### src/stm_map.svh
`ifndef STM_MAP_SVH
`define STM_MAP_SVH

// Register offsets on the byte-wide register port
`define STM_OFS_CTRL0 3'h0
`define STM_OFS_CTRL1 3'h1
`define STM_OFS_CNT_LO 3'h2
`define STM_OFS_CNT_HI 3'h3
`define STM_OFS_CMPA_LO 3'h4
`define STM_OFS_CMPA_HI 3'h5
`define STM_OFS_CMPP 3'h6
`define STM_OFS_FLAGS 3'h7

// Control 0 field positions
`define STM_BIT_TIMER_ON 3

// Control 1 field positions
`define STM_BIT_MODE_HI 7
`define STM_BIT_MODE_LO 6
`define STM_BIT_ACT_HI 5
`define STM_BIT_ACT_LO 4
`define STM_BIT_INIT_LVL 3
`define STM_BIT_INVERT 2
`define STM_BIT_SWAP 1
`define STM_BIT_CCLR 0

// Flag register field positions
`define STM_BIT_FLAG_A 0
`define STM_BIT_FLAG_P 1

// Mode select codes
`define STM_MODE_CMP 2'h0
`define STM_MODE_CAPT 2'h1
`define STM_MODE_PWM 2'h2
`define STM_MODE_TMR 2'h3

// Output action codes, compare-match mode
`define STM_ACT_NONE 2'h0
`define STM_ACT_LOW 2'h1
`define STM_ACT_HIGH 2'h2
`define STM_ACT_TOGGLE 2'h3

// Output action codes, PWM mode
`define STM_PWM_FORCE_OFF 2'h0
`define STM_PWM_FORCE_ON 2'h1
`define STM_PWM_WAVE 2'h2
`define STM_PWM_PULSE 2'h3

// Reset values and special counts
`define STM_RST_BYTE 8'h00
`define STM_RST_COUNT 16'h0000
`define STM_RST_FLAGS 2'h0
`define STM_CMPP_OVF 8'h00
`define STM_CNT_ONE 17'h00001

`endif

### src/stm_pkg.sv
package stm_pkg;
	// One register byte
	typedef logic [7:0] stm_byte_t;
	// The 16-bit counter and compare A value
	typedef logic [15:0] stm_count_t;
	// Counter plus carry, for overflow detection
	typedef logic [16:0] stm_wide_t;
	// Two-bit mode select and output action fields
	typedef logic [1:0] stm_field_t;
	// Register port address
	typedef logic [2:0] stm_addr_t;
endpackage

### src/stm_cmp.sv
`include "stm_map.svh"
module stm_cmp
	import stm_pkg::*;
(
	input wire stm_count_t count,
	input wire stm_byte_t cmp_p,
	input wire stm_count_t cmp_a,
	output logic hit_a,
	output logic hit_p,
	output logic duty_a,
	output logic duty_p
);
	// Value the counter takes on the coming tick
	wire stm_wide_t step = {1'b0, count} + `STM_CNT_ONE;
	wire p_is_ovf = (cmp_p == `STM_CMPP_OVF);
	wire p_hit_bits = (step[15:8] == cmp_p) & (step[7:0] == 8'h00);

	// Compare A sees all sixteen bits
	assign hit_a = (step == {1'b0, cmp_a});
	// Compare P sees only the top byte; zero means overflow [RULE3] [RULE4]
	assign hit_p = p_is_ovf ? step[16] : p_hit_bits;
	// Duty windows; a duty at or past the period stays active [RULE17]
	assign duty_a = (count < cmp_a);
	assign duty_p = p_is_ovf | (count[15:8] < cmp_p);
endmodule // stm_cmp

### src/stm_sync.sv
module stm_sync
	import stm_pkg::*;
(
	input wire logic clk,
	input wire logic rst_n,
	input wire logic async_in,
	output logic rise
);
	logic s1; // First stage, read only by the second
	logic s2; // Second stage
	logic s3; // Third stage
	logic level; // Accepted level
	wire agree = (s2 == s3);

	// Three-stage synchroniser with a filtered level
	always_ff @(posedge clk or negedge rst_n) begin
		if (!rst_n) begin
			s1 <= 1'b0;
			s2 <= 1'b0;
			s3 <= 1'b0;
			level <= 1'b0;
		end else begin
			s1 <= async_in;
			s2 <= s1;
			s3 <= s2;
			// A change counts only once two stages agree
			if (agree) begin
				level <= s3;
			end
		end
	end

	// One-cycle pulse on an accepted rising edge
	assign rise = agree & s3 & ~level;
endmodule // stm_sync

### src/stm_timer.sv
// The address-and-strobe port and the placing of the registers are this design's own decisions.
`include "stm_map.svh"

//
// Contract
// RULE1 - Counter readable as two read-only bytes
// RULE2 - Compare A stored as two RW bytes
// RULE3 - Compare P matches counter top byte only
// RULE4 - Compare P zero means 65536 period
// RULE5 - Mode 00 selects compare-match output
// RULE6 - Clear select low: clear on P, both flags
// RULE7 - Clear select high: clear on A, A flag only
// RULE8 - Software avoids compare A zero here
// RULE9 - Pin changes only on compare A match
// RULE10 - Action field sets high, low or toggle
// RULE11 - Timer-on rise restores initial pin level
// RULE12 - Mode 11 compares but leaves pin undriven
// RULE13 - Software picks mode 10, action 10
// RULE14 - Clear select ignored in PWM mode
// RULE15 - Swap zero: P period, A duty
// RULE16 - Swap one: A period, P duty
// RULE17 - Duty at or past period gives full duty
// RULE18 - PWM raises both flags on matches
// RULE19 - Initial level picks polarity, invert flips pin
// RULE20 - PWM keeps running while output forced
// RULE21 - Compare action codes none/low/high/toggle
// RULE22 - PWM action codes off/on/wave/pulse; code 3 builds no pulse here and holds the inactive level
// RULE23 - Timer-on rise clears count, fall holds it
// RULE24 - Counter steps per tick and wraps
module stm_timer
	import stm_pkg::*;
(
	input wire logic REF_CLK,
	input wire logic RST_B,
	input wire stm_addr_t REG_ADDR,
	input wire stm_byte_t REG_WDATA,
	input wire logic REG_WR,
	input wire logic REG_RD,
	output stm_byte_t REG_RDATA,
	input wire logic TIMER_TICK,
	output logic TIMER_OUTPUT_PIN,
	output logic TIMER_OUTPUT_EN
);

	// Register address decode, shared by writes and reads
	function automatic logic reg_sel(input stm_addr_t addr, input stm_addr_t ofs);
		reg_sel = (addr == ofs);
	endfunction

	// Reset release stages
	logic rst_meta_n; // First stage of the reset release
	logic rst_n; // Released reset used by the rest of the block

	// Software state
	logic timer_on; // Counter enable
	stm_byte_t ctrl1; // Mode, action, polarity and clear fields
	stm_count_t count; // The 16-bit up counter
	stm_count_t cmp_a; // Compare A value
	stm_byte_t cmp_p; // Compare P value
	logic flag_a; // Sticky compare A flag
	logic flag_p; // Sticky compare P flag
	logic cmp_state; // Pin level kept by compare-match mode
	stm_byte_t rdata; // Read data, valid one cycle after a read

	// Next values
	stm_count_t next_count;
	logic next_flag_a;
	logic next_flag_p;
	logic next_cmp_state;
	logic next_pin;
	logic next_pin_en;

	// Timer clock tick, already a pulse
	logic tick_rise;

	// Comparator results
	logic hit_a; // Counter about to reach compare A
	logic hit_p; // Counter about to reach compare P or overflow
	logic duty_a; // Inside the compare A duty window
	logic duty_p; // Inside the compare P duty window

	// Release the asynchronous reset through two flops so that
	// no flop sees the release close to a clock edge
	always_ff @(posedge REF_CLK or negedge RST_B) begin
		if (!RST_B) begin
			rst_meta_n <= 1'b0;
			rst_n <= 1'b0;
		end else begin
			rst_meta_n <= 1'b1;
			rst_n <= rst_meta_n;
		end
	end

	// The timer clock arrives from outside and is synchronised
	stm_sync u_tick_sync (
		.clk(REF_CLK),
		.rst_n(rst_n),
		.async_in(TIMER_TICK),
		.rise(tick_rise)
	);

	// Both comparators look at the same counter
	stm_cmp u_cmp (
		.count(count),
		.cmp_p(cmp_p),
		.cmp_a(cmp_a),
		.hit_a(hit_a),
		.hit_p(hit_p),
		.duty_a(duty_a),
		.duty_p(duty_p)
	);

	// Write strobes per register
	wire wr_ctrl0 = REG_WR & reg_sel(REG_ADDR, `STM_OFS_CTRL0);
	wire wr_ctrl1 = REG_WR & reg_sel(REG_ADDR, `STM_OFS_CTRL1);
	wire wr_cmpa_lo = REG_WR & reg_sel(REG_ADDR, `STM_OFS_CMPA_LO);
	wire wr_cmpa_hi = REG_WR & reg_sel(REG_ADDR, `STM_OFS_CMPA_HI);
	wire wr_cmpp = REG_WR & reg_sel(REG_ADDR, `STM_OFS_CMPP);
	wire wr_flags = REG_WR & reg_sel(REG_ADDR, `STM_OFS_FLAGS);

	// Control fields
	wire stm_field_t mode = ctrl1[`STM_BIT_MODE_HI:`STM_BIT_MODE_LO];
	wire stm_field_t action = ctrl1[`STM_BIT_ACT_HI:`STM_BIT_ACT_LO];
	wire init_lvl = ctrl1[`STM_BIT_INIT_LVL];
	wire invert = ctrl1[`STM_BIT_INVERT];
	wire swap = ctrl1[`STM_BIT_SWAP];
	wire cclr = ctrl1[`STM_BIT_CCLR];

	// Mode decode
	wire in_cmp = (mode == `STM_MODE_CMP); // [RULE5]
	wire in_pwm = (mode == `STM_MODE_PWM);
	wire in_capt = (mode == `STM_MODE_CAPT);
	// Mode 11 counts like mode 00 but owns no pin [RULE12]
	wire in_tmr = (mode == `STM_MODE_TMR);

	// A write that turns the timer on from off
	wire on_rise = wr_ctrl0 & REG_WDATA[`STM_BIT_TIMER_ON] & ~timer_on;

	// Counting happens only while enabled, one step per tick
	wire tick_ok = timer_on & tick_rise;

	// Clear source: PWM ignores the clear select and follows swap;
	// capture is out of scope here and simply clears on compare P
	wire clr_on_a = in_pwm ? swap : (~in_capt & cclr); // [RULE14] [RULE7] [RULE16]
	wire clr_on_p = ~clr_on_a; // [RULE6] [RULE15]

	// Counter clear caused by a match on this tick
	wire match_clear = tick_ok & ((clr_on_a & hit_a) | (clr_on_p & hit_p));

	// Match events
	wire ev_a = tick_ok & hit_a; // [RULE18]
	// With clear on A in modes 00 and 11 no compare P event is raised;
	// PWM and capture ignore the clear select
	wire ev_p = tick_ok & hit_p & ~((in_cmp | in_tmr) & cclr); // [RULE7] [RULE12] [RULE18]

	// Flag clear requests, write one to clear
	wire clr_a = wr_flags & REG_WDATA[`STM_BIT_FLAG_A];
	wire clr_p = wr_flags & REG_WDATA[`STM_BIT_FLAG_P];

	// Counter next value: the enable rise wins, then a match clear,
	// then the increment; the increment wraps on its own
	always_comb begin
		next_count = count;
		if (on_rise) begin
			next_count = `STM_RST_COUNT; // [RULE23]
		end else if (match_clear) begin
			next_count = `STM_RST_COUNT; // [RULE6] [RULE7] [RULE15] [RULE16]
		end else if (tick_ok) begin
			next_count = count + 16'h0001; // [RULE24]
		end
	end

	// Sticky flags; an event in the clearing cycle is kept
	assign next_flag_a = ev_a | (flag_a & ~clr_a);
	assign next_flag_p = ev_p | (flag_p & ~clr_p);

	// Compare-match pin level. The pin moves only on a timer-on rise
	// or a compare A event; a compare P event never touches it
	always_comb begin
		next_cmp_state = cmp_state;
		if (on_rise) begin
			next_cmp_state = init_lvl; // [RULE11]
		end else if (ev_a & in_cmp) begin // [RULE9]
			case (action) // [RULE10] [RULE21]
				`STM_ACT_NONE: begin
					next_cmp_state = cmp_state;
				end
				`STM_ACT_LOW: begin
					next_cmp_state = 1'b0;
				end
				`STM_ACT_HIGH: begin
					next_cmp_state = 1'b1;
				end
				`STM_ACT_TOGGLE: begin
					next_cmp_state = ~cmp_state;
				end
				default: begin
					next_cmp_state = cmp_state;
				end
			endcase
		end
	end

	// PWM duty window: compare P with swap set, else compare A.
	// A window past the period is simply never left, so full duty
	// needs no special case
	wire pwm_active = swap ? duty_p : duty_a; // [RULE15] [RULE16] [RULE17]

	// Initial level picks active high or active low
	wire pwm_wave = pwm_active ? init_lvl : ~init_lvl; // [RULE19]

	// PWM pin level from the action field. Forcing only masks the
	// pin; the counter and flags keep running underneath
	logic pwm_level;
	always_comb begin
		pwm_level = ~init_lvl;
		case (action) // [RULE22] [RULE20]
			`STM_PWM_FORCE_OFF: begin
				pwm_level = ~init_lvl;
			end
			`STM_PWM_FORCE_ON: begin
				pwm_level = init_lvl;
			end
			`STM_PWM_WAVE: begin
				pwm_level = pwm_wave; // [RULE13]
			end
			`STM_PWM_PULSE: begin
				// Single pulse is not built; hold the inactive level
				pwm_level = ~init_lvl;
			end
			default: begin
				pwm_level = ~init_lvl;
			end
		endcase
	end

	// Pin value and drive: only compare-match and PWM modes drive
	// the pin, and the invert bit applies in both [RULE19] [RULE12]
	assign next_pin = (in_pwm ? pwm_level : cmp_state) ^ invert;
	assign next_pin_en = in_cmp | in_pwm;

	// Read data selection; unmapped bits read as zero
	wire stm_byte_t ctrl0_view = {4'h0, timer_on, 3'h0};
	wire stm_byte_t flags_view = {6'h00, flag_p, flag_a};
	wire stm_byte_t rd_mux =
		reg_sel(REG_ADDR, `STM_OFS_CTRL0) ? ctrl0_view :
		reg_sel(REG_ADDR, `STM_OFS_CTRL1) ? ctrl1 :
		reg_sel(REG_ADDR, `STM_OFS_CNT_LO) ? count[7:0] : // [RULE1]
		reg_sel(REG_ADDR, `STM_OFS_CNT_HI) ? count[15:8] : // [RULE1]
		reg_sel(REG_ADDR, `STM_OFS_CMPA_LO) ? cmp_a[7:0] : // [RULE2]
		reg_sel(REG_ADDR, `STM_OFS_CMPA_HI) ? cmp_a[15:8] : // [RULE2]
		reg_sel(REG_ADDR, `STM_OFS_CMPP) ? cmp_p :
		flags_view;

	// Enable bit; turning it off just stops ticks, the count holds
	always_ff @(posedge REF_CLK or negedge rst_n) begin
		if (!rst_n) begin
			timer_on <= 1'b0;
		end else if (wr_ctrl0) begin
			timer_on <= REG_WDATA[`STM_BIT_TIMER_ON]; // [RULE23]
		end
	end

	// Mode and output control byte
	always_ff @(posedge REF_CLK or negedge rst_n) begin
		if (!rst_n) begin
			ctrl1 <= `STM_RST_BYTE;
		end else if (wr_ctrl1) begin
			ctrl1 <= REG_WDATA;
		end
	end

	// Compare A, written byte by byte. Compare A of zero in
	// compare-match mode never matches, software must avoid it
	always_ff @(posedge REF_CLK or negedge rst_n) begin
		if (!rst_n) begin
			cmp_a <= `STM_RST_COUNT; // [RULE2]
		end else begin
			if (wr_cmpa_lo) begin
				cmp_a[7:0] <= REG_WDATA; // [RULE2] [RULE8]
			end
			if (wr_cmpa_hi) begin
				cmp_a[15:8] <= REG_WDATA; // [RULE2]
			end
		end
	end

	// Compare P byte
	always_ff @(posedge REF_CLK or negedge rst_n) begin
		if (!rst_n) begin
			cmp_p <= `STM_RST_BYTE;
		end else if (wr_cmpp) begin
			cmp_p <= REG_WDATA; // [RULE3]
		end
	end

	// Counter register, read only to software
	always_ff @(posedge REF_CLK or negedge rst_n) begin
		if (!rst_n) begin
			count <= `STM_RST_COUNT; // [RULE1]
		end else begin
			count <= next_count;
		end
	end

	// Flags and compare-match pin level
	always_ff @(posedge REF_CLK or negedge rst_n) begin
		if (!rst_n) begin
			flag_a <= 1'b0;
			flag_p <= 1'b0;
			cmp_state <= 1'b0;
		end else begin
			flag_a <= next_flag_a;
			flag_p <= next_flag_p;
			cmp_state <= next_cmp_state;
		end
	end

	// Pin outputs from flops, one cycle behind the logic
	always_ff @(posedge REF_CLK or negedge rst_n) begin
		if (!rst_n) begin
			TIMER_OUTPUT_PIN <= 1'b0;
			TIMER_OUTPUT_EN <= 1'b0;
		end else begin
			TIMER_OUTPUT_PIN <= next_pin;
			TIMER_OUTPUT_EN <= next_pin_en;
		end
	end

	// Read data stands only in the cycle after the read strobe
	always_ff @(posedge REF_CLK or negedge rst_n) begin
		if (!rst_n) begin
			rdata <= `STM_RST_BYTE;
		end else if (REG_RD) begin
			rdata <= rd_mux;
		end else begin
			rdata <= `STM_RST_BYTE;
		end
	end

	assign REG_RDATA = rdata;

endmodule // stm_timer
### config.mk
export PLATFORM = sky130hd
export DESIGN_NAME = stm_timer
export DESIGN_NICKNAME = d
export VERILOG_FILES = /design/src/stm_pkg.sv /design/src/stm_cmp.sv /design/src/stm_sync.sv /design/src/stm_timer.sv
export VERILOG_INCLUDE_DIRS = /design/src
export SDC_FILE = /design/constraint.sdc
export NUM_CORES = 1
export LEC_CHECK = 0
export ABC_AREA = 1
export BUFFER_PORTS_ARGS = -buffer_cell sky130_fd_sc_hd__clkbuf_2
export CORE_ASPECT_RATIO = 1.5
export CORE_MARGIN = 10
export CORE_UTILIZATION = 40
export DETAILED_ROUTE_END_ITERATION = 8
export PLACE_DENSITY = 0.67
export SYNTH_ARGS = -nofsm -noshare
export SYNTH_HDL_FRONTEND = slang
export SYNTH_SLANG_ARGS = --single-unit
export TNS_END_PERCENT = 50
### constraint.sdc
create_clock -name REF_CLK -period 2.6 [get_ports REF_CLK]
set_clock_uncertainty 0.1 [all_clocks]
set_input_delay 0.13 -clock REF_CLK [delete_from_list [all_inputs] [get_ports REF_CLK]]
set_output_delay 0.13 -clock REF_CLK [all_outputs]
set_load 0.1 [all_outputs]
==> metrics.txt <==
status complete, no violations; main flop type after synthesis dfrtp_1; Netlist cell types 36; Seq/Total Area, Yosys 0.375; Hold Crit Class primary input to asynchronous set/reset pin; detailed-route DRC error count 0; WS Path Type register to register; antenna cells 0; height of the chip 151 um; Core ar. 11100 um2; Max Freq 406 MHz; Fillers 1197; GPL Wtd Cong 0.997; YS warnings 0; worst slew pin tran 1.25 ns; asr flop ratio synth 1.00; data required time at the worst endpoint 2.73 ns; CTS H-Tree Depth 3; Die Wd 107 um; CP Max Fanout 8; post-synth top area share 0.375; register bit total from synthesis 68; Max Root-Sink Buffers 2; cell family with most CP delay simple AND/OR/NAND/NOR gates; CTS tree done; cell with the most instances after synthesis nand2_1; proportion of layout cells with a drive suffix above 1 0.121; Vias 4542; CP Launch Type register; Mean Syn Cell Area 7.02 um2; pin count of the biggest net entering global routing 67; DR iter-0 viols 360; die area 16100 um2; post-synth top area cell dfrtp_1; ANT nets after route 0; final global-route overflow total 0; Layout Area Growth over Synthesis 17.8%; Mapped Cells 647; placed insts 828; CP dominant cell by count nand2_1; DR vias/cell 5.34; worst path bufs/invs 0; Initial Util 0.411; Area contributors post-synth dfrtp_1, nand2_1, ha_1; Final Non-Filler Cells 850; Layout Nets 747; setup ws final 0.138 ns; Max stage delay cell, worst path dfrtp_2; vias in the first global route 4383; cell row count 47; Max Slew Vio Count 0; endpoints failing setup 0; Skew-Pair Late Insertion Delay 0.34 ns; crit end category register; Leak 2.74 nW; CTS root buf clkbuf_16; critical path, cell by cell ha_2 -> nand2_4 -> nor2_4 -> nand3_1 -> nand2_2 -> nand2_2 -> nand2_1 -> nand2_1 -> nor2_1 -> nand2_1 -> nor2_1 -> nand3_1 -> nand3_4 -> nand2_4 -> nand2_1 -> nand2_1; Rel. slew slack 0.165; arrival time worst endpoint 2.59 ns; CTS sink cnt 68; CTS Buf Count 9; DP Worst Slack -0.0644 ns; Post-synth top cells nand2_1, inv_1, dfrtp_1, nor2_1, o21ai_0; Total Wirelength 14.9 mm; Crit path largest cell delay 0.42 ns; port bufs 25; placed wire-length estimate 11.7 mm; Period Utilization, post-route 0.947; Max-Cap Viols 0; Worst-path clk slew 0.06 ns; mapped cell area 4540 um2; count of flip-flops with a built-in enable after synthesis 0; syn_nets 696; post-route minimum period 2.46 ns; gr usage total 0.185; antenna violations before repair 0; Final Hold Vio Count 0; first-pass GRT wire length 23.0 mm; worst vdd ir 0.448 mV; Top Ports 26; drt pass-1 iters 5; Pwr Density 987 nW/um2; Routed wire per std cell 17.5 um
where the power goes:
group / switching, W / total [W] / internal, W
Clock: 0.000509 / 0.00126 / 0.000749
Combinational: 0.00158 / 0.00239 / 0.000807
Sequential: 0.000311 / 0.00163 / 0.00132
Total: 0.00240 / 0.00528 / 0.00288
registers in the layout, indices dropped and copies added (netlist names), 8 cells and up:
| register | cells |
|---|---|
| REG_RDATA | 8 |
| cmp_p | 8 |
| count | 16 |
| cmp_a | 16 |
| ctrl1 | 8 |
cells in the final DEF (no fill, tap or decap), types with 2 or more instances in the layout:
cell type and n:
o211ai_1 6, nand3_2 3, nand3_1 35, ha_1 32
o21ai_0 53, nand4_1 10, nor2_4 2, o21bai_1 4
dfrtp_2 4, clkinv_2 2, clkbuf_2 25, nor2_2 3
inv_1 80, nand2_4 3, buf_4 17, nand2_1 214
nor2_1 63, clkinv_4 2, o22ai_1 5, clkbuf_16 9
o21a_1 2, dlygate4sd3_1 4, xor2_1 3, nand4_2 2
nand2_2 5, a21oi_1 29, a31oi_1 2, dfrtp_1 64
o221ai_1 2
final timing paths:
check | from | end | slack, ns | cells past startpoint
worst max-delay path | count[1] | count[0] | 0.14 | 16
worst min-delay path | RST_B | rst_n | 0.01 | 2
worst max register to register | count[1] | count[0] | 0.14 | 16
worst min register to register | rst_n | cmp_p[5] | 0.17 | 1
max in group asynchronous | rst_n | count[0] | 1.90 | 1
min in group REF_CLK | REG_WDATA[2] | cmp_a[2] | 0.03 | 3
logic make-up (layout without fill, tap and decap cells):
logic type | after synthesis | in the layout | share of synthesized area
AO/OA/AOI/OAI | 110 | 110 | 0.136
adder cells (fa/ha/maj) | 33 | 33 | 0.0909
multiplexers | 1 | 1 | 0.00248
flip-flops | 68 | 68 | 0.375
AND/OR/NAND/NOR | 342 | 343 | 0.315
other | 1 | 1 | 0.000826
buffers and inverters | 89 | 144 | 0.0752
XOR/XNOR | 3 | 3 | 0.00579
area by class of cell:
cell class	instances	area, um2	share of cell area
timing repair buffer	47	313	0.0585
tap	147	184	0.0344
sequential	68	1710	0.319
clock inverter	7	76.3	0.0143
multi-input combinational	491	2540	0.475
clock buffer	9	225	0.0421
inverter	81	304	0.0568
metrics by stage:
stage                     total power, W  TNS, ns  area (um2)  utilization  hold slack (ns)
after floorplan                  0.00316        0        4540            -           -0.266
after global placement           0.00390   -0.772        4950        0.448           -0.185
after detailed placement         0.00396   -0.926        4950        0.448           -0.183
after CTS                        0.00523        0        5300        0.480           0.0145
after global routing             0.00567  -0.0858        5350        0.484           0.0331
final                            0.00528        0        5350        0.484          0.00956
worst reg2reg max path, delay by kind of cell (launching register included):
family / cells / cell delay (ns)
adder cells (fa/ha/maj): 1 / 0.23
flip-flops: 1 / 0.42
AND/OR/NAND/NOR: 15 / 1.59
what timing repair did:
item,in CTS,in global routing
hold buffers,4,0
gates resized for setup,1,10
hold endpoints to repair,6,0
pin swaps,0,3
endpoints found under the setup margin,16,17
setup buffers,0,1
cloned,0,1
metal layers:
layer	wire, um	global-route usage	vias to the layer above	part of all wire
met5	0	0	-	0
li1	-	-	2205	-
met1	5770	0.208	2101	0.39
met3	734	0.0244	53	0.049
met4	931	0.128	0	0.063
met2	7420	0.318	183	0.50
No activity file was read; power rests on OpenSTA's default activity.
